--- config.mk ---
export PLATFORM = sky130hd
export DESIGN_NAME = scr_regs
export DESIGN_NICKNAME = d
export VERILOG_FILES = /design/src/hw/scr_pkg.sv /design/src/hw/scr_xfer_counter.sv /design/src/hw/scr_regs.sv
export SDC_FILE = /design/constraint.sdc
export NUM_CORES = 1
export LEC_CHECK = 0
export ABC_AREA = 1
export BUFFER_PORTS_ARGS = -buffer_cell sky130_fd_sc_hd__buf_2
export CAP_MARGIN = 10
export CORE_UTILIZATION = 40
export DETAILED_ROUTE_END_ITERATION = 10
export GPL_ROUTABILITY_DRIVEN = 0
export HOLD_SLACK_MARGIN = 0.1
export MAX_ROUTING_LAYER = met4
export PLACE_DENSITY = 0.69
export SETUP_SLACK_MARGIN = 0.1
export SLEW_MARGIN = 20
export SYNTH_ARGS = -nofsm -noshare
export SYNTH_HDL_FRONTEND = slang
export SYNTH_SLANG_ARGS = --single-unit
--- constraint.sdc ---
create_clock -name mclk -period 5.71 [get_ports mclk]
set_clock_uncertainty 0.1 [all_clocks]
set_input_delay 0.571 -clock mclk [delete_from_list [all_inputs] [get_ports mclk]]
set_output_delay 0.571 -clock mclk [all_outputs]
set_load 0.005 [all_outputs]
--- src/hw/scr_pkg.sv ---
// Package with register map, field layout, reset values and carrier types of the SCSI core.
package scr_pkg;

	// ==========================================================================
	// Register offsets, in bytes from the base address.
	// ==========================================================================
	localparam logic [5:0] OFF_COUNT_LOW     = 6'h00;
	localparam logic [5:0] OFF_COUNT_MID     = 6'h04;
	localparam logic [5:0] OFF_FIFO_PORT     = 6'h08;
	localparam logic [5:0] OFF_COMMAND       = 6'h0c;
	localparam logic [5:0] OFF_STATUS_ID     = 6'h10;
	localparam logic [5:0] OFF_INT_TIMEOUT   = 6'h14;
	localparam logic [5:0] OFF_STATE_PERIOD  = 6'h18;
	localparam logic [5:0] OFF_FIFO_OFFSET   = 6'h1c;
	localparam logic [5:0] OFF_CONTROL_ONE   = 6'h20;
	localparam logic [5:0] OFF_CLOCK_CONV    = 6'h24;
	localparam logic [5:0] OFF_RESERVED_A    = 6'h28;
	localparam logic [5:0] OFF_CONTROL_TWO   = 6'h2c;
	localparam logic [5:0] OFF_CONTROL_THREE = 6'h30;
	localparam logic [5:0] OFF_CONTROL_FOUR  = 6'h34;
	localparam logic [5:0] OFF_COUNT_HIGH    = 6'h38;
	localparam logic [5:0] OFF_RESERVED_B    = 6'h3c;

	// Bits of the bus address that select a register inside the window.
	localparam int WINDOW_BITS = 6;
	// Base address register in configuration space.
	localparam logic [7:0] CFG_BASE_OFFSET = 8'h10;

	// ==========================================================================
	// Field layout and masks of the writable registers.
	// ==========================================================================
	localparam logic [7:0] MASK_TARGET_ID   = 8'h07;
	localparam logic [7:0] MASK_SYNC_PERIOD = 8'h1f;
	localparam logic [7:0] MASK_CONTROL_ONE = 8'hd7;
	localparam logic [7:0] MASK_CLOCK_CONV  = 8'h07;
	localparam logic [7:0] MASK_CONTROL_TWO = 8'h40;
	localparam logic [7:0] MASK_CONTROL_THR = 8'h98;
	localparam logic [7:0] MASK_CONTROL_FOU = 8'he4;
	localparam int         BIT_ENABLE_FEAT  = 6;
	localparam int         BIT_SYNC_FLAG    = 3;
	localparam int         LSB_FIFO_ISTATE  = 5;

	// ==========================================================================
	// Reset values.
	// ==========================================================================
	localparam logic [7:0] RST_SYNC_PERIOD = 8'h05;
	localparam logic [7:0] RST_CLOCK_CONV  = 8'h02;
	localparam logic [7:0] RST_SYNC_OFFSET = 8'h00;
	localparam logic [7:0] RST_CONTROL     = 8'h00;

	// ==========================================================================
	// Carrier types.
	// ==========================================================================
	typedef struct packed {
		logic        rd;
		logic        wr;
		logic [31:0] addr;
		logic [31:0] wdata;
		logic [3:0]  be;
	} scr_bus_req_t;

	typedef struct packed {
		logic [7:0] bus_status;
		logic [7:0] int_status;
		logic [2:0] seq_state;
		logic       sync_flag;
		logic [4:0] fifo_count;
		logic [2:0] fifo_istate;
		logic [7:0] fifo_rdata;
		logic [7:0] cmd_current;
	} scr_core_stat_t;

	typedef struct packed {
		logic [2:0] target_id;
		logic [7:0] sel_timeout;
		logic [4:0] sync_period;
		logic [7:0] sync_offset_timing;
		logic [7:0] control_one;
		logic [2:0] clock_conv;
		logic [7:0] control_two;
		logic [7:0] control_three;
		logic [7:0] control_four;
	} scr_cfg_t;

endpackage

--- src/hw/scr_xfer_counter.sv ---
// Transfer counter of the SCSI core: start value, current value, decrement.
`timescale 1ns/10ps
`default_nettype none

module scr_xfer_counter #(
	parameter int WIDTH = 24
) (
	input  wire logic             mclk,
	input  wire logic             rst_b,
	input  wire logic             wide_en,
	input  wire logic [2:0]       byte_wr,
	input  wire logic [7:0]       byte_data,
	input  wire logic             load,
	input  wire logic             dec_byte,
	input  wire logic             dec_word,
	output logic      [WIDTH-1:0] current_count,
	output logic                  count_zero
);
	import scr_pkg::*;

	logic [WIDTH-1:0] start_reg;
	logic [WIDTH-1:0] current_reg;
	logic [WIDTH-1:0] current_next;
	logic [WIDTH-1:0] step;
	logic [WIDTH-1:0] width_mask;

	// ==========================================================================
	// Start value: kept through reset so repeated transfers need no rewrite.
	// ==========================================================================
	always_ff @(posedge mclk) begin
		if (byte_wr[0]) begin
			start_reg[7:0] <= byte_data;
		end
		if (byte_wr[1]) begin
			start_reg[15:8] <= byte_data;
		end
		if (byte_wr[2] && wide_en) begin
			start_reg[WIDTH-1:16] <= byte_data[WIDTH-17:0];
		end
	end

	// ==========================================================================
	// Current value: loaded at command start, counts down to zero.
	// ==========================================================================
	assign width_mask = wide_en ? {WIDTH{1'b1}} : {{(WIDTH-16){1'b0}}, 16'hffff};
	assign step       = dec_word ? WIDTH'(2) : (dec_byte ? WIDTH'(1) : '0);

	always_comb begin
		current_next = current_reg;
		if (load) begin
			current_next = start_reg & width_mask;
		end else if (step > current_reg) begin
			current_next = '0;
		end else begin
			current_next = (current_reg - step) & width_mask;
		end
	end

	always_ff @(posedge mclk) begin
		if (!rst_b) begin
			current_reg <= '0;
		end else begin
			current_reg <= current_next;
		end
	end

	assign current_count = current_reg;
	assign count_zero    = (current_reg == '0);

endmodule // scr_xfer_counter

`default_nettype wire

--- src/hw/scr_regs.sv ---
// Register map and address decode of the SCSI core.
// ============================================================================
// Summary of operation
// - Data in lowest byte lane only.
// - Decode offsets from configured base address.
// - Count bytes at 0x00, 0x04, 0x38.
// - 0x38 read gives count high or ID.
// - 0x10 and 0x14 split by direction.
// - 0x18 reads state, writes sync period.
// - 0x1C reads FIFO level, writes offset timing.
// - Reset loads period 5, factor 2, offset 0.
// - High count byte needs enable-features bit.
`timescale 1ns/10ps
`default_nettype none

module scr_regs #(
	parameter logic [7:0] PART_ID     = 8'h5a, // Arbitrary identification value.
	parameter int         COUNT_WIDTH = 24
) (
	input  wire logic                    mclk,
	input  wire logic                    rst_b,
	input  wire logic [31:0]             base_addr,
	input  wire scr_pkg::scr_bus_req_t   bus_req,
	output logic      [31:0]             bus_rdata,
	output logic                         bus_rvalid,
	input  wire scr_pkg::scr_core_stat_t core_stat,
	input  wire logic                    dma_start,
	input  wire logic                    dec_byte,
	input  wire logic                    dec_word,
	output logic                         count_zero,
	output logic      [COUNT_WIDTH-1:0]  current_count,
	output scr_pkg::scr_cfg_t            cfg,
	output logic                         fifo_push,
	output logic                         fifo_pop,
	output logic      [7:0]              fifo_wdata,
	output logic                         cmd_push,
	output logic      [7:0]              cmd_wdata,
	output logic                         int_status_read
);
	import scr_pkg::*;

	// ==========================================================================
	// Decode.
	// ==========================================================================
	logic                   hit;
	logic [5:0]             off;
	logic                   wr_lane0;
	logic                   rd_any;
	logic                   wide_en;
	logic                   id_shown_reg;
	logic [2:0]             cnt_byte_wr;
	logic [7:0]             rd_byte;

	logic [2:0]             target_id_reg;
	logic [7:0]             sel_timeout_reg;
	logic [4:0]             sync_period_reg;
	logic [7:0]             sync_offset_reg;
	logic [7:0]             control_one_reg;
	logic [2:0]             clock_conv_reg;
	logic [7:0]             control_two_reg;
	logic [7:0]             control_three_reg;
	logic [7:0]             control_four_reg;

	// Compares the register-select bits of an address with a fixed offset.
	function automatic logic at_off(input logic [5:0] a, input logic [5:0] o);
		return (a[5:2] == o[5:2]);
	endfunction

	// Base address bits below the window are ignored, so the base is taken as
	// aligned to a 64-byte window.
	assign hit      = (bus_req.addr[31:WINDOW_BITS] == base_addr[31:WINDOW_BITS]);
	assign off      = bus_req.addr[WINDOW_BITS-1:0];
	assign wr_lane0 = bus_req.wr && hit && bus_req.be[0];
	assign rd_any   = bus_req.rd && hit;
	assign wide_en  = control_two_reg[BIT_ENABLE_FEAT];

	assign cnt_byte_wr = {wr_lane0 && at_off(off, OFF_COUNT_HIGH),
			wr_lane0 && at_off(off, OFF_COUNT_MID),
			wr_lane0 && at_off(off, OFF_COUNT_LOW)};

	// ==========================================================================
	// Transfer counter.
	// ==========================================================================
	scr_xfer_counter #(
		.WIDTH(COUNT_WIDTH)
	) u_counter (
		.mclk         (mclk),
		.rst_b        (rst_b),
		.wide_en      (wide_en),
		.byte_wr      (cnt_byte_wr),
		.byte_data    (bus_req.wdata[7:0]),
		.load         (dma_start),
		.dec_byte     (dec_byte),
		.dec_word     (dec_word),
		.current_count(current_count),
		.count_zero   (count_zero)
	);

	// The identification code stands at 0x38 from reset until the high byte
	// is first written; a write ignored because the wide count is off
	// leaves it standing.
	always_ff @(posedge mclk) begin
		if (!rst_b) begin
			id_shown_reg <= 1'b1;
		end else if (cnt_byte_wr[2] && wide_en) begin
			id_shown_reg <= 1'b0;
		end
	end

	// ==========================================================================
	// Write-only and read/write control registers.
	// ==========================================================================
	always_ff @(posedge mclk) begin
		if (!rst_b) begin
			target_id_reg   <= 3'h0;
			sel_timeout_reg <= RST_CONTROL;
		end else if (wr_lane0) begin
			if (at_off(off, OFF_STATUS_ID)) begin
				target_id_reg <= bus_req.wdata[2:0] & MASK_TARGET_ID[2:0];
			end
			if (at_off(off, OFF_INT_TIMEOUT)) begin
				sel_timeout_reg <= bus_req.wdata[7:0];
			end
		end
	end

	always_ff @(posedge mclk) begin
		if (!rst_b) begin
			sync_period_reg <= RST_SYNC_PERIOD[4:0];
			sync_offset_reg <= RST_SYNC_OFFSET;
			clock_conv_reg  <= RST_CLOCK_CONV[2:0];
		end else if (wr_lane0) begin
			if (at_off(off, OFF_STATE_PERIOD)) begin
				sync_period_reg <= bus_req.wdata[4:0] & MASK_SYNC_PERIOD[4:0];
			end
			if (at_off(off, OFF_FIFO_OFFSET)) begin
				sync_offset_reg <= bus_req.wdata[7:0];
			end
			if (at_off(off, OFF_CLOCK_CONV)) begin
				clock_conv_reg <= bus_req.wdata[2:0] & MASK_CLOCK_CONV[2:0];
			end
		end
	end

	always_ff @(posedge mclk) begin
		if (!rst_b) begin
			control_one_reg   <= RST_CONTROL;
			control_two_reg   <= RST_CONTROL;
			control_three_reg <= RST_CONTROL;
			control_four_reg  <= RST_CONTROL;
		end else if (wr_lane0) begin
			if (at_off(off, OFF_CONTROL_ONE)) begin
				control_one_reg <= bus_req.wdata[7:0] & MASK_CONTROL_ONE;
			end
			if (at_off(off, OFF_CONTROL_TWO)) begin
				control_two_reg <= bus_req.wdata[7:0] & MASK_CONTROL_TWO;
			end
			if (at_off(off, OFF_CONTROL_THREE)) begin
				control_three_reg <= bus_req.wdata[7:0] & MASK_CONTROL_THR;
			end
			if (at_off(off, OFF_CONTROL_FOUR)) begin
				control_four_reg <= bus_req.wdata[7:0] & MASK_CONTROL_FOU;
			end
		end
	end

	always_comb begin
		cfg                    = '0;
		cfg.target_id          = target_id_reg;
		cfg.sel_timeout        = sel_timeout_reg;
		cfg.sync_period        = sync_period_reg;
		cfg.sync_offset_timing = sync_offset_reg;
		cfg.control_one        = control_one_reg;
		cfg.clock_conv         = clock_conv_reg;
		cfg.control_two        = control_two_reg;
		cfg.control_three      = control_three_reg;
		cfg.control_four       = control_four_reg;
	end

	// ==========================================================================
	// Read multiplexer.
	// ==========================================================================
	always_comb begin
		rd_byte = 8'h00;
		unique case (off[5:2])
			OFF_COUNT_LOW[5:2]: begin
				rd_byte = current_count[7:0];
			end
			OFF_COUNT_MID[5:2]: begin
				rd_byte = current_count[15:8];
			end
			OFF_FIFO_PORT[5:2]: begin
				rd_byte = core_stat.fifo_rdata;
			end
			OFF_COMMAND[5:2]: begin
				rd_byte = core_stat.cmd_current;
			end
			OFF_STATUS_ID[5:2]: begin
				rd_byte = core_stat.bus_status;
			end
			OFF_INT_TIMEOUT[5:2]: begin
				rd_byte = core_stat.int_status;
			end
			OFF_STATE_PERIOD[5:2]: begin
				rd_byte = {4'h0, core_stat.sync_flag, core_stat.seq_state};
			end
			OFF_FIFO_OFFSET[5:2]: begin
				rd_byte = {core_stat.fifo_istate, core_stat.fifo_count};
			end
			OFF_CONTROL_ONE[5:2]: begin
				rd_byte = control_one_reg;
			end
			OFF_CONTROL_TWO[5:2]: begin
				rd_byte = control_two_reg;
			end
			OFF_CONTROL_THREE[5:2]: begin
				rd_byte = control_three_reg;
			end
			OFF_CONTROL_FOUR[5:2]: begin
				rd_byte = control_four_reg;
			end
			OFF_COUNT_HIGH[5:2]: begin
				rd_byte = id_shown_reg ? PART_ID : current_count[COUNT_WIDTH-1:16];
			end
			default: begin
				rd_byte = 8'h00;
			end
		endcase
	end

	// Read data is registered: it answers one cycle after the request.
	always_ff @(posedge mclk) begin
		if (!rst_b) begin
			bus_rdata  <= 32'h0000_0000;
			bus_rvalid <= 1'b0;
		end else begin
			bus_rvalid <= rd_any;
			if (rd_any) begin
				bus_rdata <= {24'h00_0000, rd_byte};
			end
		end
	end

	// ==========================================================================
	// Side effects towards the FIFO, command queue and interrupt logic.
	// ==========================================================================
	always_ff @(posedge mclk) begin
		if (!rst_b) begin
			fifo_push       <= 1'b0;
			fifo_pop        <= 1'b0;
			fifo_wdata      <= 8'h00;
			cmd_push        <= 1'b0;
			cmd_wdata       <= 8'h00;
			int_status_read <= 1'b0;
		end else begin
			fifo_push       <= wr_lane0 && at_off(off, OFF_FIFO_PORT);
			fifo_pop        <= rd_any && at_off(off, OFF_FIFO_PORT);
			cmd_push        <= wr_lane0 && at_off(off, OFF_COMMAND);
			int_status_read <= rd_any && at_off(off, OFF_INT_TIMEOUT);
			if (wr_lane0) begin
				fifo_wdata <= bus_req.wdata[7:0];
				cmd_wdata  <= bus_req.wdata[7:0];
			end
		end
	end

endmodule // scr_regs

`default_nettype wire

==> flow_metrics.env, run 1 <==
export IMPL_yosysWarnings=0
export IMPL_max_stage_delay_ps=710
export IMPL_yosysTopAreaCell="dfxtp_1"
export IMPL_cts_setup_buffers=0
export IMPL_die_w_um=132
export IMPL_cts_root_buf="clkbuf_16"
export IMPL_leakage_nw=4.26
export IMPL_placed_area_um2=7720
export IMPL_max_freq_mhz=380
export IMPL_grt_pass1_wl_mm=30.9
export IMPL_final_nets=1391
export IMPL_viasPerCell=4.63
export IMPL_p_per_area_nw_per_um2=209
export IMPL_hpwl_mm=14.7
export IMPL_placed_cells=1446
export IMPL_total_power_mw=1.67
export IMPL_drive_gt1_share_pct=19.5
export IMPL_syn_inst=1052
export IMPL_path_cells="buf_2 -> xnor2_1 -> nand2_1 -> nor2_1 -> nand3_1 -> nor2_4 -> nand2_1 -> nor2_1"
export IMPL_cts_made_buffers=9
export IMPL_p_comb_share_pct=14.8
export IMPL_syn_avg_cell_area_um2=6.41
export IMPL_worstPathArrival_ps=2520
export IMPL_portBuffers=210
export IMPL_first_global_vias=6218
export IMPL_swShare_pct=26.9
export IMPL_hold_class="reg -> reg"
export IMPL_fin_area_um2=8000
export IMPL_status="finished clean"
export IMPL_setup_viol=0
export IMPL_io_pins=288
export IMPL_ys_flop_type="dfxtp_1"
export IMPL_area_delta_synth_final_pct=18.6
export IMPL_layout_cells_non_filler=1462
export IMPL_clkSinkCount=111
export IMPL_cap_viol_max_count=0
export IMPL_period_needed_ps=2630
export IMPL_critPathBufInv=1
export IMPL_drtIter0Drc=528
export IMPL_holdWs_ps=362
export IMPL_dr_pass1_iters=5
export IMPL_synth_edf_count=24
export IMPL_critPathMaxFanout=21
export IMPL_die_y_um=132
export IMPL_antenna_found_initial=0
export IMPL_ys_async_sr_fraction_pct=0
export IMPL_yosysTopAreaCellShare_pct=25.8
export IMPL_ys_top_cells_by_area="dfxtp_1 26%, nand2_1 18%, edfxtp_1 11%"
export IMPL_start_kind="primary input"
export IMPL_worst_slack_ps=3080
export IMPL_start_util_pct=40.8
export IMPL_fp_row_count=47
export IMPL_synth_cell_area_um2=6740
export IMPL_seq_power_share_pct=49.0
export IMPL_worstMarginPinSlew_ps=1010
export IMPL_drv_slew=0
export IMPL_p_int_mw=1.22
export IMPL_finalCoreUtilization_pct=48.4
export IMPL_num_vias=6767
export IMPL_timing_reg2reg_setup_slack_ps=3380
export IMPL_synthDistinctLibCells=35
export IMPL_fin_setup_tns_ps=0
export IMPL_detail_route_antenna_nets=0
export IMPL_crit_required_ps=5590
export IMPL_critPathCaptureType="flip-flop"
export IMPL_power_share_clock_pct=36.2
export IMPL_cts_hold_buffers=0
export IMPL_critical_path_top_delay_family="simple AND/OR/NAND/NOR gates"
export IMPL_wl_per_cell_um=13.2
export IMPL_drc=0
export IMPL_rsz0062_at_grt="no"
export IMPL_grt_max_degree=57
export IMPL_routed_wl_mm=19.3
export IMPL_cts_tree="yes"
export IMPL_final_period_utilization_pct=46.1
export IMPL_critPathSlowestCell="nor2_1"
export IMPL_n_antenna_cell=0
export IMPL_yosysSeqAreaShare_pct=36.5
export IMPL_htreeDepth=3
export IMPL_max_slew_margin_rel_pct=32.3
export IMPL_finalHoldViolCount=0
export IMPL_irDropWorstVdd_v=0.000164
export IMPL_clk_path_buf_depth=2
export IMPL_clk_pin_slew_ps=70
export IMPL_dpl_worst_slack_ps=2660
export IMPL_synth_seq_cells=111
export IMPL_p_sw_mw=0.450
export IMPL_cts_repair_resized=0
export IMPL_fp_coreArea_um2=16500
export IMPL_clk_latency_ps=350
export IMPL_gr_total_overflow=0
export IMPL_crit_type="in -> reg"
export IMPL_grtUsageTotal_pct=23.3
export IMPL_die_area_um2=17400
-- tightest hold or removal path: cells and delay by family (launching register included) --
family          cells  cell delay [ps]
flops               1              310
simple gates        1               60
compound gates      1               50
-- layer usage --
layer | part of all wire, % | vias up | track usage [%]
li1 | - | 3482 | -
met3 | 7.4 | 39 | 3.92
met5 | 0 | - | -
met2 | 46 | 316 | 37.6
met4 | 3.2 | 0 | 9.50
met1 | 43 | 2930 | 28.9
-- final timing paths --
kind                                         start                                    end  cells past startpoint
max                                  base_addr[10]      u_counter.start_reg[22]$_DFFE_PP_                      8
min                      bus_rdata[6]$_SDFFE_PN0P_              bus_rdata[6]$_SDFFE_PN0P_                      2
max reg2reg  u_counter.current_count[0]$_SDFF_PN0_  u_counter.current_count[7]$_SDFF_PN0_                     10
min reg2reg              bus_rdata[6]$_SDFFE_PN0P_              bus_rdata[6]$_SDFFE_PN0P_                      2
-- synthesized netlist by cell type (all sizes together) (12+ instances only) --
| library cell | count |
|---|---|
| nand3 | 51 |
| nand2 | 316 |
| a21oi | 40 |
| inv | 182 |
| nor2 | 151 |
| xor2 | 13 |
| clkbuf | 12 |
| edfxtp | 24 |
| buf | 68 |
| dfxtp | 87 |
| xnor2 | 13 |
| o21ai | 29 |
| nand4 | 44 |
-- power by group through the flow --
stage | clock network, mW | registers (mW) | logic [mW]
3_5_place_dp | 0 | 0.835 | 0.244
5_1_grt | 0.650 | 0.818 | 0.280
3_3_place_gp | 0 | 0.836 | 0.241
4_1_cts | 0.621 | 0.817 | 0.245
2_1_floorplan | 0 | 0.833 | 0.167
6_report | 0.605 | 0.817 | 0.247
-- final cells by class --
type,count,area (µm²)
fill,1740,8530
multi-input combinational,719,3220
sequential,111,2460
timing repair buffer,213,1070
inverter,183,687
tap,220,275
clock buffer,13,262
clock inverter,3,17.5
-- cells by family (layout without fill, tap and decap cells) --
logic type	count (synthesis)	count (layout)	synth area share (%)
compound gates	72	72	5.45
buf+inv	263	412	18.1
simple gates	576	576	35.8
other cells	1	42	0.0556
xor+xnor	26	26	3.38
fa+ha+maj	3	3	0.668
flops	111	111	36.5
-- layout by cell type, fill, tap and decap left out --
cell type	count
nand2_1	316
or2_2	3
xnor2_1	13
nor3b_1	1
clkbuf_16	10
nor4_1	1
clkbuf_1	3
nand3_1	49
nand3b_1	2
nor2_4	1
fa_1	1
nor2_1	144
buf_2	210
nor3_1	2
nor2b_1	1
dfxtp_1	87
conb_1	42
nand3_2	2
o21ai_0	27
nand4_2	2
a21oi_1	40
and2_1	3
nor3_2	1
inv_1	181
edfxtp_1	24
ha_1	2
o211a_1	1
nor2_2	6
o22ai_1	2
clkinv_2	2
buf_4	3
clkinvlp_4	1
clkinv_1	1
inv_2	1
xor2_1	13
o21ai_1	2
nand4_1	42
No activity file was read; power rests on OpenSTA's default activity.
==> inputs of run 2 (changes only) <==
--- a/config.mk
+++ b/config.mk
@@ -5,7 +5,7 @@
 export SDC_FILE = /design/constraint.sdc
 export NUM_CORES = 1
 export LEC_CHECK = 0
-export ABC_AREA = 1
+export ABC_AREA = 0
 export BUFFER_PORTS_ARGS = -buffer_cell sky130_fd_sc_hd__buf_2
 export CAP_MARGIN = 10
 export CORE_UTILIZATION = 40
@@ -13,7 +13,7 @@
 export GPL_ROUTABILITY_DRIVEN = 0
 export HOLD_SLACK_MARGIN = 0.1
 export MAX_ROUTING_LAYER = met4
-export PLACE_DENSITY = 0.69
+export PLACE_DENSITY = 0.74
 export SETUP_SLACK_MARGIN = 0.1
 export SLEW_MARGIN = 20
 export SYNTH_ARGS = -nofsm -noshare
==> constraint.sdc (replaced) <==
create_clock -name mclk -period 2.1 [get_ports mclk]
set_clock_uncertainty 0.1 [all_clocks]
set_input_delay 0.21 -clock mclk [delete_from_list [all_inputs] [get_ports mclk]]
set_output_delay 0.21 -clock mclk [all_outputs]
set_load 0.005 [all_outputs]
==> flow_metrics.env, run 2 <==
export IMPL_synthAdderAreaFrac_pct=0.764
export IMPL_max_freq_mhz=471
export IMPL_area_delta_synth_final_pct=37.1
export IMPL_placed_area_um2=7500
export IMPL_finalHoldViolCount=0
export IMPL_synth_simple_area_share_pct=19.7
export IMPL_antenna_found_initial=0
export IMPL_hpwl_mm=14.5
export IMPL_final_common_cell="buf_2"
export IMPL_fp_row_count=43
export IMPL_gr_total_overflow=0
export IMPL_grt_pass1_wl_mm=28.7
export IMPL_drv_slew=0
export IMPL_routed_wl_mm=19.2
export IMPL_clk_latency_ps=360
export IMPL_leakage_nw=3.63
export IMPL_worstHoldPathCells=3
export IMPL_synthMuxAreaShare_pct=9.90
export IMPL_synth_cell_area_um2=5890
export IMPL_route_met3_wl_mm=1.49
export IMPL_critPathMaxFanout=2
export IMPL_fp_coreArea_um2=14100
export IMPL_die_area_um2=15200
export IMPL_final_cell_mix="207 x buf_2, 86 x nand2_1, 85 x dfxtp_1"
export IMPL_dpl_worst_slack_ps=-228
export IMPL_min_from="dec_word"
export IMPL_crit_type="reg -> out"
export IMPL_io_pins=288
export IMPL_htreeDepth=3
export IMPL_detail_route_antenna_nets=0
export IMPL_synthDistinctLibCells=64
export IMPL_yosysSeqAreaShare_pct=41.8
export IMPL_start_kind="flip-flop"
export IMPL_critPathSlowestCell="or3_4"
export IMPL_clkSinkCount=111
export IMPL_hold_class="in -> reg"
export IMPL_path_cells="or3_4 -> nor4_4 -> nand3_2 -> nor4_4 -> buf_2"
export IMPL_die_w_um=123
export IMPL_swShare_pct=26.7
export IMPL_status="complete, but fails checks"
export IMPL_ys_flop_type="dfxtp_1"
export IMPL_yosysTopAreaCell="dfxtp_1"
export IMPL_dr_pass1_iters=5
export IMPL_final_period_utilization_pct=101
export IMPL_cap_viol_max_count=0
export IMPL_p_comb_share_pct=16.6
export IMPL_drtIter0Drc=399
export IMPL_synth_compound_area_share_pct=11.3
export IMPL_cts_tree="yes"
export IMPL_rsz0062_at_grt="yes"
export IMPL_synth_edf_count=24
export IMPL_start_util_pct=41.6
export IMPL_max_stage_delay_ps=390
export IMPL_crit_required_ps=1790
export IMPL_grt_max_degree=31
export IMPL_syn_avg_cell_area_um2=9.32
export IMPL_placed_cells=1052
export IMPL_period_needed_ps=2120
export IMPL_fin_area_um2=8080
export IMPL_violations="negative setup slack"
export IMPL_drc=0
export IMPL_netlist_top_cells_count="87 x dfxtp_1, 86 x nand2_1, 51 x buf_4"
export IMPL_yosysWarnings=0
export IMPL_critPathCaptureType="primary output"
export IMPL_synth_seq_cells=111
export IMPL_portBuffers=210
export IMPL_cts_made_buffers=9
export IMPL_reg2reg_from="u_counter.current_count[17]$_SDFF_PN0_"
export IMPL_wl_per_cell_um=17.8
export IMPL_worst_slack_ps=-23.8
export IMPL_wl_met1_mm=8.33
export IMPL_setup_viol=1
export IMPL_clk_path_buf_depth=2
export IMPL_clk_pin_slew_ps=80
export IMPL_cts_root_buf="clkbuf_16"
export IMPL_max_slew_margin_rel_pct=65.8
export IMPL_n_antenna_cell=0
export IMPL_worstPathArrival_ps=1810
export IMPL_yosysTopAreaCellShare_pct=29.6
export IMPL_p_int_mw=3.53
export IMPL_worstMarginPinSlew_ps=513
export IMPL_synth_xor_xnor_area_share_pct=7.14
export IMPL_power_share_clock_pct=37.0
export IMPL_seq_power_share_pct=46.4
export IMPL_final_fill_count=1258
export IMPL_fin_setup_tns_ps=-23.8
export IMPL_layout_cells_non_filler=1082
export IMPL_p_sw_mw=1.29
export IMPL_cpMostUsedCell="nor4_4"
export IMPL_finalCoreUtilization_pct=57.1
export IMPL_grtUsageTotal_pct=26.1
export IMPL_top_layer="met4"
export IMPL_ys_top_cells_by_area="dfxtp_1 30%, edfxtp_1 12%, mux2i_1 8.0%"
export IMPL_num_vias=5625
export IMPL_wl_met2_mm=9.00
export IMPL_first_global_vias=5403
export IMPL_syn_inst=632
export IMPL_die_y_um=123
export IMPL_whs_endpoint="u_counter.current_count[1]$_SDFF_PN0_"
export IMPL_drive_gt1_share_pct=38.6
export IMPL_irDropWorstVdd_v=0.000441
export IMPL_final_nets=1051
export IMPL_timing_reg2reg_setup_slack_ps=40
export IMPL_ys_async_sr_fraction_pct=0
export IMPL_p_per_area_nw_per_um2=596
export IMPL_r2r_end="u_counter.current_count[23]$_SDFF_PN0_"
export IMPL_synth_top_family_by_area="simple AND/OR/NAND/NOR gates"
export IMPL_viasPerCell=5.20
export IMPL_reg2reg_depth=8
export IMPL_yosysMostFrequentCell="dfxtp_1"
==> run 2: changes by cell type in the layout (fill, tap and decap cells not counted), sizes merged, moves of 9 or more <==
cell   delta
nand2   -230
nor4     +10
nand3    -26
inv     -172
nor2b     +9
nor2    -122
mux2i    +47
xor2     +16
nor3     +11
buf      +76
nand4    -39
a21oi    -25
==> run 2: cell type report <==
class                      count  area [µm²]  share of cell area [%]
multi-input combinational    468        3220                    39.8
sequential                   111        2460                    30.5
timing repair buffer         297        1820                    22.6
clock buffer                  12         279                    3.45
tap                          180         225                    2.79
inverter                      10        37.5                   0.465
clock inverter                 4        32.5                   0.403
==> run 2: power by group through the flow <==
stage | clock [mW] | combinational, mW | sequential (mW)
2_1_floorplan | 0 | 0.441 | 2.28
3_3_place_gp | 0 | 0.721 | 2.28
3_5_place_dp | 0 | 0.731 | 2.28
4_1_cts | 1.81 | 0.774 | 2.23
5_1_grt | 1.87 | 0.877 | 2.24
6_report | 1.78 | 0.799 | 2.24
==> run 2: worst max-delay path: cells and delay by family, from the launching register on <==
family                 cells  cell delay [ps]
buffers and inverters      1              150
DFF                        1              320
and+or+nand+nor            4              980
==> run 2: what timing repair did <==
item                                    CTS  global route
hold endpoints to repair                 32             0
gates resized for setup                  13            19
cloned                                    1             0
endpoints found under the setup margin    5            60
hold buffers                              8             0
buffers inserted                          2             3
pin swaps                                 5             6
==> run 2: worst max path at each step <==
| stage | start | end | depth (start not counted) |
|---|---|---|---|
| finish | u_counter.current_count[17]$_SDFF_PN0_ | count_zero | 5 |
| global route | u_counter.current_count[17]$_SDFF_PN0_ | count_zero | 5 |
| CTS | u_counter.current_count[20]$_SDFF_PN0_ | count_zero | 5 |
| detailed placement | base_addr[15] | clock_conv_reg[2]$_SDFFE_PN0P_ | 7 |
| global placement | base_addr[15] | sel_timeout_reg[2]$_SDFFE_PN0P_ | 9 |
| floorplan | base_addr[15] | sync_period_reg[0]$_SDFFE_PN1P_ | 6 |
==> run 2: stage by stage <==
step / hold WS [ps] / total power, mW
2_1_floorplan: 209 / 2.72
3_3_place_gp: 327 / 3.00
3_5_place_dp: 333 / 3.01
4_1_cts: 124 / 4.81
5_1_grt: 150 / 4.99
6_report: 123 / 4.82
==> run 2: logic make-up after synthesis <==
kind of cell               count (synthesis)
adders and majority gates                  3
buffers and inverters                     94
other                                      1
xor gates and xnor gates                  48
DFF                                      111
muxes                                     56
and+or+nand+nor                          220
AOI/OAI and AO/OA                         99
==> run 2: metal layers <==
layer	vias to the layer above	global-route usage, %
met3	28	4.98
met4	0	7.98
li1	2682	-
met5	-	-
met2	272	41.4
met1	2643	33.6
==> inputs of run 3 (changes only) <==
--- a/config.mk
+++ b/config.mk
@@ -5,7 +5,7 @@
 export SDC_FILE = /design/constraint.sdc
 export NUM_CORES = 1
 export LEC_CHECK = 0
-export ABC_AREA = 0
+export ABC_AREA = 1
 export BUFFER_PORTS_ARGS = -buffer_cell sky130_fd_sc_hd__buf_2
 export CAP_MARGIN = 10
 export CORE_UTILIZATION = 40
@@ -13,7 +13,7 @@
 export GPL_ROUTABILITY_DRIVEN = 0
 export HOLD_SLACK_MARGIN = 0.1
 export MAX_ROUTING_LAYER = met4
-export PLACE_DENSITY = 0.74
+export PLACE_DENSITY = 0.72
 export SETUP_SLACK_MARGIN = 0.1
 export SLEW_MARGIN = 20
 export SYNTH_ARGS = -nofsm -noshare
==> flow_metrics.env, run 3 (same netlist as run 1, synthesis figures left out) <==
export IMPL_detail_route_antenna_nets=0
export IMPL_max_slew_margin_rel_pct=65.0
export IMPL_cts_tree="yes"
export IMPL_critPathMaxFanout=5
export IMPL_fin_area_um2=8410
export IMPL_final_nets=1434
export IMPL_clkSinkCount=111
export IMPL_fp_row_count=47
export IMPL_endpoint="u_counter.current_count[18]$_SDFF_PN0_"
export IMPL_final_period_utilization_pct=90.0
export IMPL_first_global_vias=6196
export IMPL_crit_type="reg -> reg"
export IMPL_worstMarginPinSlew_ps=525
export IMPL_die_area_um2=17400
export IMPL_hpwl_mm=15.2
export IMPL_drtIter0Drc=458
export IMPL_finalHoldViolCount=0
export IMPL_wl_per_cell_um=13.1
export IMPL_clk_pin_slew_ps=70
export IMPL_leakage_nw=4.48
export IMPL_grt_pass1_wl_mm=30.8
export IMPL_portBuffers=210
export IMPL_path_cells="inv_2 -> ha_4 -> fa_2 -> inv_2 -> nor2_4 -> nand2_2 -> nor3_4 -> nand2_1 -> xnor2_1 -> nand2_1 -> a21oi_1"
export IMPL_final_common_cell="nand2_1"
export IMPL_drc=0
export IMPL_reg2reg_from="u_counter.current_count[0]$_SDFF_PN0_"
export IMPL_critPathCaptureType="flip-flop"
export IMPL_worstPathArrival_ps=2070
export IMPL_max_freq_mhz=529
export IMPL_hold_class="in -> reg"
export IMPL_die_y_um=132
export IMPL_setup_viol=0
export IMPL_cts_root_buf="clkbuf_16"
export IMPL_drv_slew=0
export IMPL_grt_max_degree=52
export IMPL_gr_total_overflow=0
export IMPL_period_needed_ps=1890
export IMPL_routed_wl_mm=19.7
export IMPL_num_vias=7044
export IMPL_status="finished clean"
export IMPL_r2r_end="u_counter.current_count[18]$_SDFF_PN0_"
export IMPL_fin_setup_tns_ps=0
export IMPL_start_util_pct=40.8
export IMPL_crit_required_ps=2280
export IMPL_clk_latency_ps=360
export IMPL_io_pins=288
export IMPL_reg2reg_depth=11
export IMPL_cts_made_buffers=9
export IMPL_max_stage_delay_ps=320
export IMPL_final_cell_mix="315 x nand2_1, 210 x buf_2, 177 x inv_1"
export IMPL_dr_pass1_iters=5
export IMPL_drive_gt1_share_pct=22.9
export IMPL_fp_coreArea_um2=16500
export IMPL_total_power_mw=4.58
export IMPL_antenna_found_initial=0
export IMPL_clk_path_buf_depth=2
export IMPL_cap_viol_max_count=0
export IMPL_dpl_worst_slack_ps=14.7
export IMPL_grtUsageTotal_pct=23.0
export IMPL_start_kind="flip-flop"
export IMPL_timing_reg2reg_setup_slack_ps=210
export IMPL_rsz0062_at_grt="yes"
export IMPL_irDropWorstVdd_v=0.000417
export IMPL_cp_startpoint="u_counter.current_count[0]$_SDFF_PN0_"
export IMPL_die_w_um=132
export IMPL_viasPerCell=4.68
export IMPL_worst_slack_ps=210
export IMPL_area_delta_synth_final_pct=24.6
export IMPL_critPathSlowestCell="dfxtp_1"
export IMPL_htreeDepth=3
export IMPL_p_per_area_nw_per_um2=545
export IMPL_placed_area_um2=7980
export IMPL_n_antenna_cell=0
## run 3: stage by stage
step | cells | utilization [%] | hold slack (ps)
3_3_place_gp | 1479 | 48.3 | 344
3_5_place_dp | 1479 | 48.3 | 350
5_1_grt | 1505 | 50.9 | 129
2_1_floorplan | 1093 | - | 209
4_1_cts | 1502 | 50.4 | 101
6_report | 1505 | 50.9 | 117
## run 3: area by class of cell
type | count | area (µm²)
tap | 220 | 275
inverter | 183 | 687
multi-input combinational | 719 | 3280
fill | 1674 | 8120
clock inverter | 5 | 33.8
sequential | 111 | 2460
clock buffer | 11 | 233
timing repair buffer | 256 | 1430
## run 3: critical path: cells and delay by family (launching register included)
kind,cells,cell delay (ps)
simple gates,5,660
fa+ha+maj,2,340
compound gates,1,110
buf+inv,2,130
xor+xnor,1,170
flops,1,320
## run 3: worst min path at each step
stage                     cells past startpoint  slack, ps                                 to                 startpoint
after global routing                          3        130          bus_rdata[2]$_SDFFE_PN0P_                bus_req[69]
after detailed placement                      2        350          bus_rdata[6]$_SDFFE_PN0P_  bus_rdata[6]$_SDFFE_PN0P_
after global placement                        2        340          bus_rdata[5]$_SDFFE_PN0P_  bus_rdata[5]$_SDFFE_PN0P_
final                                         3        120          bus_rdata[3]$_SDFFE_PN0P_                bus_req[69]
after CTS                                     1        100  u_counter.start_reg[23]$_DFFE_PP_                bus_req[11]
after floorplan                               0        210   u_counter.start_reg[0]$_DFFE_PP_                 bus_req[4]
## run 3: routing by layer
metal  global-route usage [%]  up-vias  part of all wire (%)
li1                         -     3584                     -
met1                     28.3     3109                    43
met2                     38.0      316                    47
met3                     3.46       35                   7.3
met4                     8.72        0                   2.8
met5                        -        -                     0
## run 3: repair_timing
item	4_1_cts	5_1_grt
setup endpoints to repair	2	24
pin swaps	0	7
hold buffers	7	1
gates resized for setup	1	21
setup buffers	0	2
endpoints found under the hold margin	21	3
## run 3: report_power, final
group	switching [mW]	leakage [nW]	internal (mW)
clock	0.803	0.130	0.811
sequential	0.0248	0.920	2.20
combinational	0.455	3.43	0.294
